`config.mk`:
```
export PLATFORM = sky130hd
export DESIGN_NAME = timer_event_output_quad_decoder
export DESIGN_NICKNAME = d
export VERILOG_FILES = /design/src/rtl/tmr_pkg.sv /design/src/rtl/timer_event_output_quad_decoder.sv
export SDC_FILE = /design/constraint.sdc
export NUM_CORES = 1
export LEC_CHECK = 0
export BUFFER_PORTS_ARGS = -buffer_cell sky130_fd_sc_hd__buf_2
export CELL_PAD_IN_SITES_DETAIL_PLACEMENT = 0
export CELL_PAD_IN_SITES_GLOBAL_PLACEMENT = 1
export CORE_UTILIZATION = 50
export DETAILED_ROUTE_END_ITERATION = 6
export PLACE_DENSITY = 0.95
export REMOVE_ABC_BUFFERS = 1
export SLEW_MARGIN = 20
export SYNTH_ARGS = -nofsm -noshare
export SYNTH_HDL_FRONTEND = slang
export SYNTH_SLANG_ARGS = --single-unit
export TNS_END_PERCENT = 20
```
`constraint.sdc`:
```
create_clock -name clock -period 9.35 [get_ports clock]
set_input_delay 0.935 -clock clock [delete_from_list [all_inputs] [get_ports clock]]
set_output_delay 0.935 -clock clock [all_outputs]
set_load 0.02 [all_outputs]
```
`src/rtl/tmr_pkg.sv`:
```
package tmr_pkg;
    // Register byte offsets
    localparam logic [7:0] OFF_MODE = 8'h00;
    localparam logic [7:0] OFF_BLOCK = 8'h04;
    localparam logic [7:0] OFF_RA = 8'h08;
    localparam logic [7:0] OFF_RB = 8'h0C;
    localparam logic [7:0] OFF_RC = 8'h10;
    localparam logic [7:0] OFF_CTRL = 8'h14;
    localparam logic [7:0] OFF_CNT0 = 8'h18;
    localparam logic [7:0] OFF_CNT1 = 8'h1C;
    localparam logic [7:0] OFF_CNT2 = 8'h20;
    localparam logic [7:0] OFF_STATUS = 8'h24;
    localparam logic [7:0] OFF_CLEAR = 8'h28;
    localparam logic [7:0] OFF_ENABLE = 8'h2C;
    localparam logic [7:0] OFF_PINS = 8'h30;
    // Mode settings fields
    localparam int MODE_CLKS_LSB = 0;
    localparam int MODE_EDG_LSB = 4;
    localparam int MODE_EVT_LSB = 6;
    localparam int MODE_ETRG_BIT = 8;
    localparam int MODE_WAVEFORM_SELECT_LSB = 9;
    localparam int MODE_BOUT_BIT = 11;
    localparam int MODE_ACPA_LSB = 12;
    localparam int MODE_ACPC_LSB = 14;
    localparam int MODE_AEEVT_LSB = 16;
    localparam int MODE_ASWTRG_LSB = 18;
    localparam int MODE_BCPB_LSB = 20;
    localparam int MODE_BCPC_LSB = 22;
    localparam int MODE_BEEVT_LSB = 24;
    localparam int MODE_BSWTRG_LSB = 26;
    // Block mode settings fields
    localparam int BLK_X0S_BIT = 0;
    localparam int BLK_QUAD_DECODE_ENABLE_BIT = 8;
    localparam int BLK_POS_BIT = 9;
    localparam int BLK_SPEED_BIT = 10;
    localparam int BLK_INVA_BIT = 12;
    localparam int BLK_INVB_BIT = 13;
    localparam int BLK_INVI_BIT = 14;
    localparam int BLK_SWAP_BIT = 15;
    localparam int BLK_FILT_BIT = 19;
    localparam int BLK_RC_CH1_BIT = 20;
    // Status bits
    localparam int ST_CPA = 0;
    localparam int ST_CPB = 1;
    localparam int ST_CPC = 2;
    localparam int ST_ETRG = 3;
    localparam int ST_IDX = 4;
    localparam int NUM_EVENTS = 5;
    localparam logic [2:0] CLKS_XC0 = 3'h5;
    localparam logic [1:0] EVT_LINE_B = 2'h0;
    localparam logic [1:0] WAVEFORM_SELECT_UP_RC = 2'h2;
    localparam logic [31:0] MODE_RESET = 32'h0000_0000;
    localparam logic [31:0] BLOCK_RESET = 32'h0000_0000;
    localparam int FILTER_CYCLES = 3;
    typedef enum logic [1:0] {
        ACT_NONE = 2'b00,
        ACT_SET = 2'b01,
        ACT_CLEAR = 2'b10,
        ACT_TOGGLE = 2'b11
    } out_action_t;
endpackage : tmr_pkg

```
`src/rtl/timer_event_output_quad_decoder.sv`:
```
// Operation
// - Event source picked from three external clocks or line B.
// - Edge field picks rising, falling or both; zero means no event.
// - Event select zero: line B undriven, compare B inert.
// - External event triggers only with trigger enable set.
// - Sync, software trigger, and compare C per waveform select trigger.
// - Software trigger, event, compare C drive A and B; A/B compares own line.
// - Each event sets, clears or toggles its output by own field.
// - Line B controlled only when output and not event input.
// - Decoder uses ch0 A/B and ch1 B, drives ch0/ch1; ch2 time base.
// - Decode enable zero bypasses decoder to ordinary counting.
// - Optional index on ch1 line B; decoding works without it.
// - Clock select must be 5 (XC0), though the decoder counts with any clock select; source select ignored when decoding.
// - Position mode: ch0 counts phase edges, ch1 counts index.
// - Speed mode still counts revolutions, not position.
// - Optional input filter; polarity and phase swap configurable.
// - Compare C on ch0 or ch1 sets status flag, can interrupt.
`timescale 1ns/1ps
`default_nettype none
module timer_event_output_quad_decoder (
    input wire logic clock,
    input wire logic rst,
    input wire logic psel,
    input wire logic penable,
    input wire logic pwrite,
    input wire logic [7:0] paddr,
    input wire logic [31:0] pwdata,
    output logic [31:0] prdata,
    output logic pready,
    output logic pslverr,
    input wire logic external_clock_in_0,
    input wire logic external_clock_in_1,
    input wire logic external_clock_in_2,
    input wire logic sync_in,
    input wire logic ch0_io_line_a,
    input wire logic ch0_io_line_b,
    input wire logic ch1_io_line_b,
    output logic io_line_a,
    output logic io_line_b,
    output logic io_line_b_oe,
    output logic irq
);
    logic [31:0] channel_mode_settings;
    logic [31:0] block_mode_settings;
    logic [31:0] compare_a;
    logic [31:0] compare_b;
    logic [31:0] compare_c_value;
    logic [31:0] cnt0;
    logic [31:0] cnt1;
    logic [31:0] cnt2;
    logic [4:0] channel_status;
    logic [4:0] irq_enable;
    logic [6:0] s1;
    logic [6:0] s2;
    logic [6:0] prev;
    logic [2:0] filt_a_cnt;
    logic [2:0] filt_b_cnt;
    logic [2:0] filt_i_cnt;
    logic qa;
    logic qb;
    logic qi;
    logic qa_d;
    logic qb_d;
    logic qi_d;
    logic sw_trig;
    logic sync_d;
    logic acc;
    logic [31:0] rdata;
    logic ext_sig;
    logic ext_prev;
    logic ext_event;
    logic trig;
    logic cpa_hit;
    logic cpb_hit;
    logic cpc_hit;
    logic cpc_src0;
    logic quad_decode_enable;
    logic line_b_is_event;
    logic b_drive;
    logic idx_edge;
    logic step_en;
    logic step_up;
    logic clk0_edge;
    logic [4:0] events;

    function automatic logic apply_act(input logic v, input logic [1:0] a);
        unique case (a)
            2'b00: apply_act = v;
            2'b01: apply_act = 1'b1;
            2'b10: apply_act = 1'b0;
            2'b11: apply_act = ~v;
        endcase
    endfunction : apply_act

    // Two-flop synchronisers for all pins
    always_ff @(posedge clock) begin
        if (rst) begin
            s1 <= 7'h00;
            s2 <= 7'h00;
            prev <= 7'h00;
        end else begin
            s1 <= {sync_in, external_clock_in_2, external_clock_in_1,
                   external_clock_in_0, ch1_io_line_b, ch0_io_line_b,
                   ch0_io_line_a};
            s2 <= s1;
            prev <= s2;
        end
    end

    assign acc = psel && penable;
    assign quad_decode_enable = block_mode_settings[tmr_pkg::BLK_QUAD_DECODE_ENABLE_BIT];
    assign line_b_is_event = channel_mode_settings[tmr_pkg::MODE_EVT_LSB +: 2]
                             == tmr_pkg::EVT_LINE_B;

    always_ff @(posedge clock) begin
        if (rst) begin
            filt_a_cnt <= 3'h0;
            filt_b_cnt <= 3'h0;
            filt_i_cnt <= 3'h0;
            qa <= 1'b0;
            qb <= 1'b0;
            qi <= 1'b0;
        end else begin
            logic ra;
            logic rb;
            logic ri;
            ra = s2[0] ^ block_mode_settings[tmr_pkg::BLK_INVA_BIT];
            rb = s2[1] ^ block_mode_settings[tmr_pkg::BLK_INVB_BIT];
            ri = s2[2] ^ block_mode_settings[tmr_pkg::BLK_INVI_BIT];
            if (block_mode_settings[tmr_pkg::BLK_SWAP_BIT]) begin
                {ra, rb} = {rb, ra};
            end
            // Filter needs a stable level for several cycles
            if (!block_mode_settings[tmr_pkg::BLK_FILT_BIT]) begin
                qa <= ra;
                qb <= rb;
                qi <= ri;
            end else begin
                filt_a_cnt <= (ra == qa) ? 3'h0 : filt_a_cnt + 3'h1;
                filt_b_cnt <= (rb == qb) ? 3'h0 : filt_b_cnt + 3'h1;
                filt_i_cnt <= (ri == qi) ? 3'h0 : filt_i_cnt + 3'h1;
                if (filt_a_cnt == 3'(tmr_pkg::FILTER_CYCLES)) begin
                    qa <= ra;
                end
                if (filt_b_cnt == 3'(tmr_pkg::FILTER_CYCLES)) begin
                    qb <= rb;
                end
                if (filt_i_cnt == 3'(tmr_pkg::FILTER_CYCLES)) begin
                    qi <= ri;
                end
            end
        end
    end

    always_ff @(posedge clock) begin
        if (rst) begin
            qa_d <= 1'b0;
            qb_d <= 1'b0;
            qi_d <= 1'b0;
            sync_d <= 1'b0;
            ext_prev <= 1'b0;
        end else begin
            qa_d <= qa;
            qb_d <= qb;
            qi_d <= qi;
            sync_d <= s2[6];
            ext_prev <= ext_sig;
        end
    end

    assign step_en = quad_decode_enable && ((qa ^ qa_d) ^ (qb ^ qb_d));
    assign step_up = (qa ^ qb_d);
    assign idx_edge = quad_decode_enable && qi && !qi_d;

    always_comb begin
        unique case (channel_mode_settings[tmr_pkg::MODE_EVT_LSB +: 2])
            2'h0: ext_sig = s2[1];
            2'h1: ext_sig = s2[3];
            2'h2: ext_sig = s2[4];
            2'h3: ext_sig = s2[5];
        endcase
    end

    always_comb begin
        unique case (channel_mode_settings[tmr_pkg::MODE_EDG_LSB +: 2])
            2'h0: ext_event = 1'b0;
            2'h1: ext_event = ext_sig && !ext_prev;
            2'h2: ext_event = !ext_sig && ext_prev;
            2'h3: ext_event = ext_sig ^ ext_prev;
        endcase
    end

    assign cpc_src0 = !block_mode_settings[tmr_pkg::BLK_RC_CH1_BIT];
    assign cpc_hit = cpc_src0 ? (cnt0 == compare_c_value)
                              : (cnt1 == compare_c_value);
    assign cpa_hit = cnt0 == compare_a;
    // compare B inert when B is event input
    assign cpb_hit = !line_b_is_event && (cnt0 == compare_b);

    assign trig = sw_trig || (s2[6] && !sync_d) ||
        (ext_event && channel_mode_settings[tmr_pkg::MODE_ETRG_BIT]) ||
        (cpc_hit && channel_mode_settings[tmr_pkg::MODE_WAVEFORM_SELECT_LSB +: 2]
                    == tmr_pkg::WAVEFORM_SELECT_UP_RC);

    // clock 0 edge; source select unused while decoding
    assign clk0_edge = (channel_mode_settings[2:0] == tmr_pkg::CLKS_XC0) &&
        (block_mode_settings[tmr_pkg::BLK_X0S_BIT] ? (s2[5] && !prev[5])
                                                   : (s2[3] && !prev[3]));

    always_ff @(posedge clock) begin
        if (rst) begin
            cnt0 <= 32'h0000_0000;
            cnt1 <= 32'h0000_0000;
            cnt2 <= 32'h0000_0000;
        end else if (trig) begin
            cnt0 <= 32'h0000_0000;
            cnt2 <= 32'h0000_0000;
        end else begin
            cnt2 <= cnt2 + 32'h0000_0001;
            if (!quad_decode_enable) begin
                cnt0 <= clk0_edge ? cnt0 + 32'h0000_0001 : cnt0;
            end else if (block_mode_settings[tmr_pkg::BLK_POS_BIT] &&
                         step_en) begin
                cnt0 <= step_up ? cnt0 + 32'h0000_0001
                                : cnt0 - 32'h0000_0001;
            end else if (block_mode_settings[tmr_pkg::BLK_SPEED_BIT] &&
                         step_en) begin
                cnt0 <= cnt0 + 32'h0000_0001;
            end
            if (idx_edge) begin
                cnt1 <= cnt1 + 32'h0000_0001;
            end
        end
    end

    always_ff @(posedge clock) begin
        if (rst) begin
            io_line_a <= 1'b0;
            io_line_b <= 1'b0;
            io_line_b_oe <= 1'b0;
        end else begin
            logic va;
            logic vb;
            logic [31:0] m;
            m = channel_mode_settings;
            va = io_line_a;
            vb = io_line_b;
            if (cpa_hit) va = apply_act(va, m[tmr_pkg::MODE_ACPA_LSB +: 2]);
            if (cpc_hit) va = apply_act(va, m[tmr_pkg::MODE_ACPC_LSB +: 2]);
            if (ext_event) va = apply_act(va, m[tmr_pkg::MODE_AEEVT_LSB +: 2]);
            if (sw_trig) va = apply_act(va, m[tmr_pkg::MODE_ASWTRG_LSB +: 2]);
            if (cpb_hit) vb = apply_act(vb, m[tmr_pkg::MODE_BCPB_LSB +: 2]);
            if (cpc_hit) vb = apply_act(vb, m[tmr_pkg::MODE_BCPC_LSB +: 2]);
            if (ext_event) vb = apply_act(vb, m[tmr_pkg::MODE_BEEVT_LSB +: 2]);
            if (sw_trig) vb = apply_act(vb, m[tmr_pkg::MODE_BSWTRG_LSB +: 2]);
            io_line_a <= va;
            io_line_b_oe <= b_drive;
            if (b_drive) begin
                io_line_b <= vb;
            end
        end
    end
    assign b_drive = channel_mode_settings[tmr_pkg::MODE_BOUT_BIT] &&
                     !line_b_is_event;

    assign events = {idx_edge,
        ext_event && channel_mode_settings[tmr_pkg::MODE_ETRG_BIT],
        cpc_hit, cpb_hit, cpa_hit};

    always_ff @(posedge clock) begin
        if (rst) begin
            channel_status <= 5'h00;
        end else if (acc && pwrite && paddr == tmr_pkg::OFF_CLEAR) begin
            channel_status <= (channel_status & ~pwdata[4:0]) | events;
        end else begin
            channel_status <= channel_status | events;
        end
    end

    always_ff @(posedge clock) begin
        if (rst) begin
            irq <= 1'b0;
        end else begin
            irq <= |(channel_status & irq_enable);
        end
    end

    // Register writes
    always_ff @(posedge clock) begin
        if (rst) begin
            channel_mode_settings <= tmr_pkg::MODE_RESET;
            block_mode_settings <= tmr_pkg::BLOCK_RESET;
            compare_a <= 32'h0000_0000;
            compare_b <= 32'h0000_0000;
            compare_c_value <= 32'h0000_0000;
            irq_enable <= 5'h00;
            sw_trig <= 1'b0;
        end else begin
            sw_trig <= acc && pwrite && paddr == tmr_pkg::OFF_CTRL &&
                       pwdata[0];
            if (acc && pwrite) begin
                unique case (paddr)
                    tmr_pkg::OFF_MODE: channel_mode_settings <= pwdata;
                    tmr_pkg::OFF_BLOCK: block_mode_settings <= pwdata;
                    tmr_pkg::OFF_RA: compare_a <= pwdata;
                    tmr_pkg::OFF_RB: compare_b <= pwdata;
                    tmr_pkg::OFF_RC: compare_c_value <= pwdata;
                    tmr_pkg::OFF_ENABLE: irq_enable <= pwdata[4:0];
                    default: ;
                endcase
            end
        end
    end

    always_comb begin
        unique case (paddr)
            tmr_pkg::OFF_MODE: rdata = channel_mode_settings;
            tmr_pkg::OFF_BLOCK: rdata = block_mode_settings;
            tmr_pkg::OFF_RA: rdata = compare_a;
            tmr_pkg::OFF_RB: rdata = compare_b;
            tmr_pkg::OFF_RC: rdata = compare_c_value;
            tmr_pkg::OFF_CNT0: rdata = cnt0;
            tmr_pkg::OFF_CNT1: rdata = cnt1;
            tmr_pkg::OFF_CNT2: rdata = cnt2;
            tmr_pkg::OFF_STATUS: rdata = {27'h0, channel_status};
            tmr_pkg::OFF_ENABLE: rdata = {27'h0, irq_enable};
            tmr_pkg::OFF_PINS: rdata = {29'h0, qi, qb, qa};
            default: rdata = 32'h0000_0000;
        endcase
    end

    // Zero-wait slave: answer in the access cycle
    always_ff @(posedge clock) begin
        if (rst) begin
            prdata <= 32'h0000_0000;
            pready <= 1'b0;
            pslverr <= 1'b0;
        end else begin
            pready <= psel && !penable;
            pslverr <= 1'b0;
            prdata <= rdata;
        end
    end

    property p_b_release;
        @(posedge clock) disable iff (rst)
        line_b_is_event |=> !io_line_b_oe;
    endproperty
    a_b_release: assert property (p_b_release) else $error("B driven");
    property p_b_hold;
        @(posedge clock) disable iff (rst)
        !b_drive |=> $stable(io_line_b);
    endproperty
    a_b_hold: assert property (p_b_hold) else $error("line B moved");
    property p_cpc_flag;
        @(posedge clock) disable iff (rst)
        cpc_hit |=> channel_status[tmr_pkg::ST_CPC];
    endproperty
    a_cpc_flag: assert property (p_cpc_flag) else $error("cpc lost");
    property p_bypass;
        @(posedge clock) disable iff (rst)
        !quad_decode_enable && !trig && !clk0_edge |=> $stable(cnt0);
    endproperty
    a_bypass: assert property (p_bypass) else $error("not bypassed");
    property p_no_edge;
        @(posedge clock) disable iff (rst)
        channel_mode_settings[5:4] == 2'h0 |-> !ext_event;
    endproperty
    a_no_edge: assert property (p_no_edge) else $error("no edge set");
    property p_irq;
        @(posedge clock) disable iff (rst)
        |(channel_status & irq_enable) |=> irq;
    endproperty
    a_irq: assert property (p_irq) else $error("irq missing");
    c_step: cover property (@(posedge clock) step_en);
    c_index: cover property (@(posedge clock) idx_edge);
    c_trig: cover property (@(posedge clock) trig);
endmodule : timer_event_output_quad_decoder
`default_nettype wire

```
# ---- Word-level counts from Yosys, hierarchy flattened
# Cells that the tools add are included.
dict set report classes {
  reduce_logical 54
  n_mux 46
  add_sub_neg 7
  eq_ne 58
  bitwise_logic 22
}
# cell n
set op_table {}
lappend op_table {{case mux 32 bit (11 select lines)} 1}
lappend op_table {{2-to-1 mux 32 bit} 5}
lappend op_table {{== test 32 bit} 4}
lappend op_table {{adder 32 x 1 -> 32 bit, second input constant} 3}
lappend op_table {{== test 2 bit, second input constant} 21}
lappend op_table {{== test 8 x 6 -> 1 bit, second input constant} 5}
lappend op_table {{case mux 1 bit (4 select lines)} 10}
lappend op_table {{== test 8 x 5 -> 1 bit, second input constant} 4}
lappend op_table {{subtractor 32 x 1 -> 32 bit, second input constant} 1}
lappend op_table {{2-to-1 mux 1 bit} 26}
lappend op_table {{logical AND 1 bit} 21}
lappend op_table {{== test 2 x 1 -> 1 bit, second input constant} 10}
lappend op_table {{logical NOT 2 bit} 10}
lappend op_table {{== test 8 x 4 -> 1 bit, second input constant} 2}
lappend op_table {{AND reduction 2 bit} 8}
lappend op_table {{AND 5 bit} 2}
lappend op_table {{OR 5 bit} 2}
lappend op_table {{adder 3 x 1 -> 3 bit, second input constant} 3}
lappend op_table {{== test 3 x 2 -> 1 bit, second input constant} 3}
lappend op_table {{2-to-1 mux 3 bit} 3}
lappend op_table {{inverter 1 bit} 9}
lappend op_table {{== test 8 x 3 -> 1 bit, second input constant} 1}
lappend op_table {{logical NOT 1 bit} 8}
lappend op_table {{logical NOT 8 bit} 1}
lappend op_table {{11 further kinds} 24}
dict set report totals {
  elab_cells 218
  input_bits 52
  output_inout_bits 38
  regBits 341
}

# ---- Longest topological paths before layout
dict set report logic_depth {
  depth_word 16
  ltp_mapped 13
}

# ---- Worst setup path after synthesis
# No wires, ideal clock.
dict set report synth_timing {
  path_kind {register -> register}
  start {register channel_mode_settings[6]}
  end {register cnt1[20]}
  setup_slack_ns 6.066
  setup_ns 0.070
  path_stages_with_launch 14
  arrival_ns 3.214
  required_time_ns 9.280
  n_path_buf 2
  path_cell_list {dfxtp_1 -> mux4_2 -> inv_1 -> ha_1 -> nand2b_1 -> a21boi_0 -> or2_2 -> clkbuf_1 -> a221oi_2 -> o31ai_2 -> or2_2 -> buf_2 -> or4_1 -> a21oi_1}
}
dict set report synth_between {
  elab_chain_len 10
  elab_cells_between_ends 15
  classes_between {3 x eq/ne; 2 x mux; 2 x bitwise; 8 x reduce/logical}
}
# element line_no
set synth_rtl {}
lappend synth_rtl {{from (decl)} timer_event_output_quad_decoder.sv:43} ;# logic [31:0] channel_mode_settings;
lappend synth_rtl {{from (signal assigned)} timer_event_output_quad_decoder.sv:291} ;# channel_mode_settings <= tmr_pkg::MODE_RESET;
lappend synth_rtl {{from (signal assigned)} timer_event_output_quad_decoder.sv:303} ;# tmr_pkg::OFF_MODE: channel_mode_settings <= pwdata;
lappend synth_rtl {{== test 2 bit, or another cell as far along} timer_event_output_quad_decoder.sv:176} ;# unique case (channel_mode_settings[tmr_pkg::MODE_EVT_LSB +: 2])
lappend synth_rtl {{case mux 1 bit (4 select lines) (*)} timer_event_output_quad_decoder.sv:176}
lappend synth_rtl {{net ext_sig} timer_event_output_quad_decoder.sv:69} ;# logic ext_sig;
lappend synth_rtl {{logical NOT 1 bit} timer_event_output_quad_decoder.sv:188} ;# 2'h2: ext_event = !ext_sig && ext_prev;
lappend synth_rtl {{logical AND 1 bit} timer_event_output_quad_decoder.sv:188}
lappend synth_rtl {{case mux 1 bit (4 select lines) (*)} timer_event_output_quad_decoder.sv:185} ;# unique case (channel_mode_settings[tmr_pkg::MODE_EDG_LSB +: 2])
lappend synth_rtl {{logical AND 1 bit (*)} timer_event_output_quad_decoder.sv:201} ;# (ext_event && channel_mode_settings[tmr_pkg::MODE_ETRG_BIT]) ||
lappend synth_rtl {{logical OR 1 bit (*)} timer_event_output_quad_decoder.sv:200} ;# assign trig = sw_trig || (s2[6] && !sync_d) ||
lappend synth_rtl {{logical OR 1 bit (*)} timer_event_output_quad_decoder.sv:201}
lappend synth_rtl {{inverter 1 bit (no source line) (*)} -}
lappend synth_rtl {{AND reduction 2 bit (no source line) (*)} -}
lappend synth_rtl {{to (signal assigned)} timer_event_output_quad_decoder.sv:231} ;# cnt1 <= cnt1 + 32'h0000_0001;
lappend synth_rtl {{to (decl)} timer_event_output_quad_decoder.sv:49} ;# logic [31:0] cnt1;
# The timed path passes the listed nets; every way through them passes the cells marked *.
# A chain may end at the register's enable or synchronous reset.

# ---- Worst setup path after layout
dict set report layout_timing {
  start {register block_mode_settings[20]}
  end {register cnt0[30]}
}
dict set report layout_between {
  elab_chain_len 4
}
# element line_no
set layout_rtl {}
lappend layout_rtl {{from (decl)} timer_event_output_quad_decoder.sv:44} ;# logic [31:0] block_mode_settings;
lappend layout_rtl {{from (signal assigned)} timer_event_output_quad_decoder.sv:292} ;# block_mode_settings <= tmr_pkg::BLOCK_RESET;
lappend layout_rtl {{from (signal assigned)} timer_event_output_quad_decoder.sv:304} ;# tmr_pkg::OFF_BLOCK: block_mode_settings <= pwdata;
lappend layout_rtl {{2-to-1 mux 1 bit} timer_event_output_quad_decoder.sv:194} ;# assign cpc_hit = cpc_src0 ? (cnt0 == compare_c_value)
lappend layout_rtl {{logical AND 1 bit} timer_event_output_quad_decoder.sv:202} ;# (cpc_hit && channel_mode_settings[tmr_pkg::MODE_WAVEFORM_SELECT_LSB +: 2]
lappend layout_rtl {{logical OR 1 bit} timer_event_output_quad_decoder.sv:201}
lappend layout_rtl {{OR reduction 2 bit (no source line)} -}
lappend layout_rtl {{to (signal assigned)} timer_event_output_quad_decoder.sv:221} ;# cnt0 <= clk0_edge ? cnt0 + 32'h0000_0001 : cnt0;
lappend layout_rtl {{to (signal assigned)} timer_event_output_quad_decoder.sv:224} ;# cnt0 <= step_up ? cnt0 + 32'h0000_0001
lappend layout_rtl {{to (signal assigned)} timer_event_output_quad_decoder.sv:228} ;# cnt0 <= cnt0 + 32'h0000_0001;
lappend layout_rtl {{to (decl)} timer_event_output_quad_decoder.sv:48} ;# logic [31:0] cnt0;
# Every way passes these cells.

==> flow_summary.ini <==
[cts]
ctsRootBufferMaster = clkbuf_16
cts_buffers = 37
tritoncts = done
cts-resized-gates = 0
clock_path_buffers = 3
cts_hold_buf = 0
h-tree-depth = 2
post_cts_buffers = 0
clkLatencyLatePin_ps = 530
cts.clk_slew.worst_paths_ps = 70
cts_sinks = 337

[sta]
setup-tns-final_ps = 0
rsz0062_at_grt = no
fin_crit_ps = 4260
drv_slew = 0
slew_headroom_pct = 25.9
max_freq_ghz = 0.235
period_share_pct = 45.5
worstMarginPinSlew_ps = 1100
setup_viol = 0
fin_worst_skew_ps = 21.8
worst_slack_ps = 5090
hold_viol_final = 0

[yosys]
avgSynthCellArea_um2 = 8.04
synth_cells = 2005
synth-edff-count = 0
synth_xor_area_share_pct = 9.67
synth_top_family_by_area = simple AND/OR/NAND/NOR gates
ys.flop_type = dfxtp_1
ys_async_sr_fraction_pct = 0
yosysTopAreaCell = dfxtp_1
yosysWarnings = 0
synthSimpleGateAreaFrac_pct = 22.3
yosys.area_share.adder_pct = 0.931
yosys.area.top_type_share_pct = 41.8
ys_seq_area_share_pct = 41.8
synth.area.top_cells = dfxtp_1 (42%), nand2_1 (9.3%), a21oi_1 (6.4%), xnor2_1 (6.0%), a22oi_1 (5.7%)
synth_mux_area_share_pct = 2.89
synth_compound_area_share_pct = 17.8
synthDistinctLibCells = 70
synth_area_mm2 = 0.0161
yosys_register_bits = 337

[die]
core-area_mm2 = 0.0316
die_h_um = 182
std_cell_rows = 65
fp.dieArea_mm2 = 0.0330
io-pin-count = 90
start_util_pct = 51.0
die_w_um = 182

[finish]
num_antenna_cells = 0
final_cell_mix = nand2_1 (397), dfxtp_1 (336), a21oi_1 (207), nor2_1 (130), a22oi_1 (122)
layout_commonest_cell = nand2_1
area_delta_synth_final_pct = 11.4
fillCellCount = 2885
layout.nets = 2075
drive_gt1_share_pct = 10.6

[routing]
wl_met2_mm = 25.4
met1_length_mm = 24.4
wl_per_cell_um = 24.0
top_layer = met5
ant_nets = 0
first_pass_iters = 6
vias = 15500
vias_per_cell = 6.35
met3_length_mm = 5.88
drc = 0
drt-total-wl_mm = 58.6
drt_iter0_markers = 2216

[place]
io_buffers = 88
hpwl_mm = 40.0
pre_cts_slack_ps = 5210
place_congestion = 1.04

[power]
powerDensity_mw_per_mm2 = 167
leakage_nw = 5.90
power_w = 0.00300
vdd_ir_drop_max_mv = 0.137

[global_route]
grt_pass1_wl_mm = 87.1
grt_max_degree = 112
grt_use_total_pct = 34.9
overflow = 0
first_global_vias = 14200
antenna_found_initial = 1

[hold_path]
min_path_type = reg2reg

[status]
status = completed

[critical_path]
critPathLaunchType = flip-flop
worst-path-max-fanout = 64
worstPathRequired_ps = 9710
r2r_setup_slack_ps = 5090
cp.arrival_ps = 4620
crit_type = reg2reg
endpoint_kind = flip-flop

[job]
cap_violations = 0
==> logic make-up after synthesis <==
kind of cell | after synthesis
AND/OR/NAND/NOR | 797
AO/OA/AOI/OAI | 451
flip-flops | 337
buffers and inverters | 184
XOR/XNOR | 178
multiplexers | 45
adder cells (fa/ha/maj) | 12
other | 1
==> worst max-delay path: stages (launching register included) <==
cell and delay [ps]:
dfxtp_2 1000, mux2i_1 320, xnor2_1 100, nor4_1 460
nand4_1 240, o31ai_2 920, or2_2 240, buf_4 600
a21oi_1 110
==> power by group <==
group,leakage [nW],internal (W),switching (W)
Sequential,2.72,0.00144,0.00000461
Clock,0.607,0.000879,0.000602
Combinational,2.58,0.0000187,0.0000531
Total,5.90,0.00234,0.000660
==> cell type report <==
type / instances / area, um2 / share of cell area, %
clock buffers: 52 / 1100 / 6.14
clock inverters: 13 / 138 / 0.766
inverters: 41 / 154 / 0.857
multi-input cells: 1484 / 8700 / 48.5
flip-flops and latches: 337 / 6750 / 37.6
well taps: 402 / 503 / 2.80
repair buffers: 110 / 614 / 3.42
==> worst paths after layout <==
| check | start | to | cells after the start |
|---|---|---|---|
| setup / recovery | block_mode_settings[20]$_SDFFE_PP0P_ | cnt0[30]$_SDFFE_PP0P_ | 8 |
| hold / removal | s1[4]$_SDFF_PP0_ | s2[4]$_SDFF_PP0_ | 1 |
| hold reg to reg | s1[4]$_SDFF_PP0_ | s2[4]$_SDFF_PP0_ | 1 |
| setup reg to reg | block_mode_settings[20]$_SDFFE_PP0P_ | cnt0[30]$_SDFFE_PP0P_ | 8 |
==> stage by stage <==
stage	hold slack (ps)	instance area, um2	util (%)	instances
6_report	434	18000	56.8	2439
3_5_place_dp	428	16700	52.9	2374
3_3_place_gp	416	16700	52.9	2374
5_1_grt	450	18000	56.8	2439
2_1_floorplan	414	15500	-	1862
4_1_cts	442	18000	56.8	2439
==> routing by layer <==
layer / up-vias / global-route usage (%)
met5: - / 0
met4: 2 / 16.3
met3: 180 / 7.06
met2: 869 / 53.3
met1: 7449 / 47.4
li1: 6990 / -
==> registers in the layout, summed over array words and instances (netlist names), 32 cells and up <==
signal,flops
block_mode_settings,32
compare_a,32
prdata,32
cnt1,32
cnt0,32
cnt2,32
compare_b,32
compare_c_value,32
channel_mode_settings,32
==> cells in the mapped netlist, drive strengths merged, types with 2 or more instances <==
cell type	instances
or4	8
nand3	55
xor2	68
o21ai	37
a22o	6
o211a	2
and3	9
mux2i	41
dfxtp	337
a22oi	122
nor3	42
o211ai	4
a221oi	7
nor2b	19
o22ai	5
nor4	29
and2	3
a211oi	2
clkbuf	118
and4	10
buf	25
or2	9
a222oi	4
ha	12
a21o	2
o32ai	4
o31ai	3
nor3b	2
a2bb2oi	2
inv	41
nand4	25
o22a	2
a21oi	209
xnor2	110
nand3b	8
nand2	400
a41oi	27
or3	21
nand2b	13
or3b	2
mux2	3
a31oi	5
nor2	139
Power figures use the tool's default switching activity.
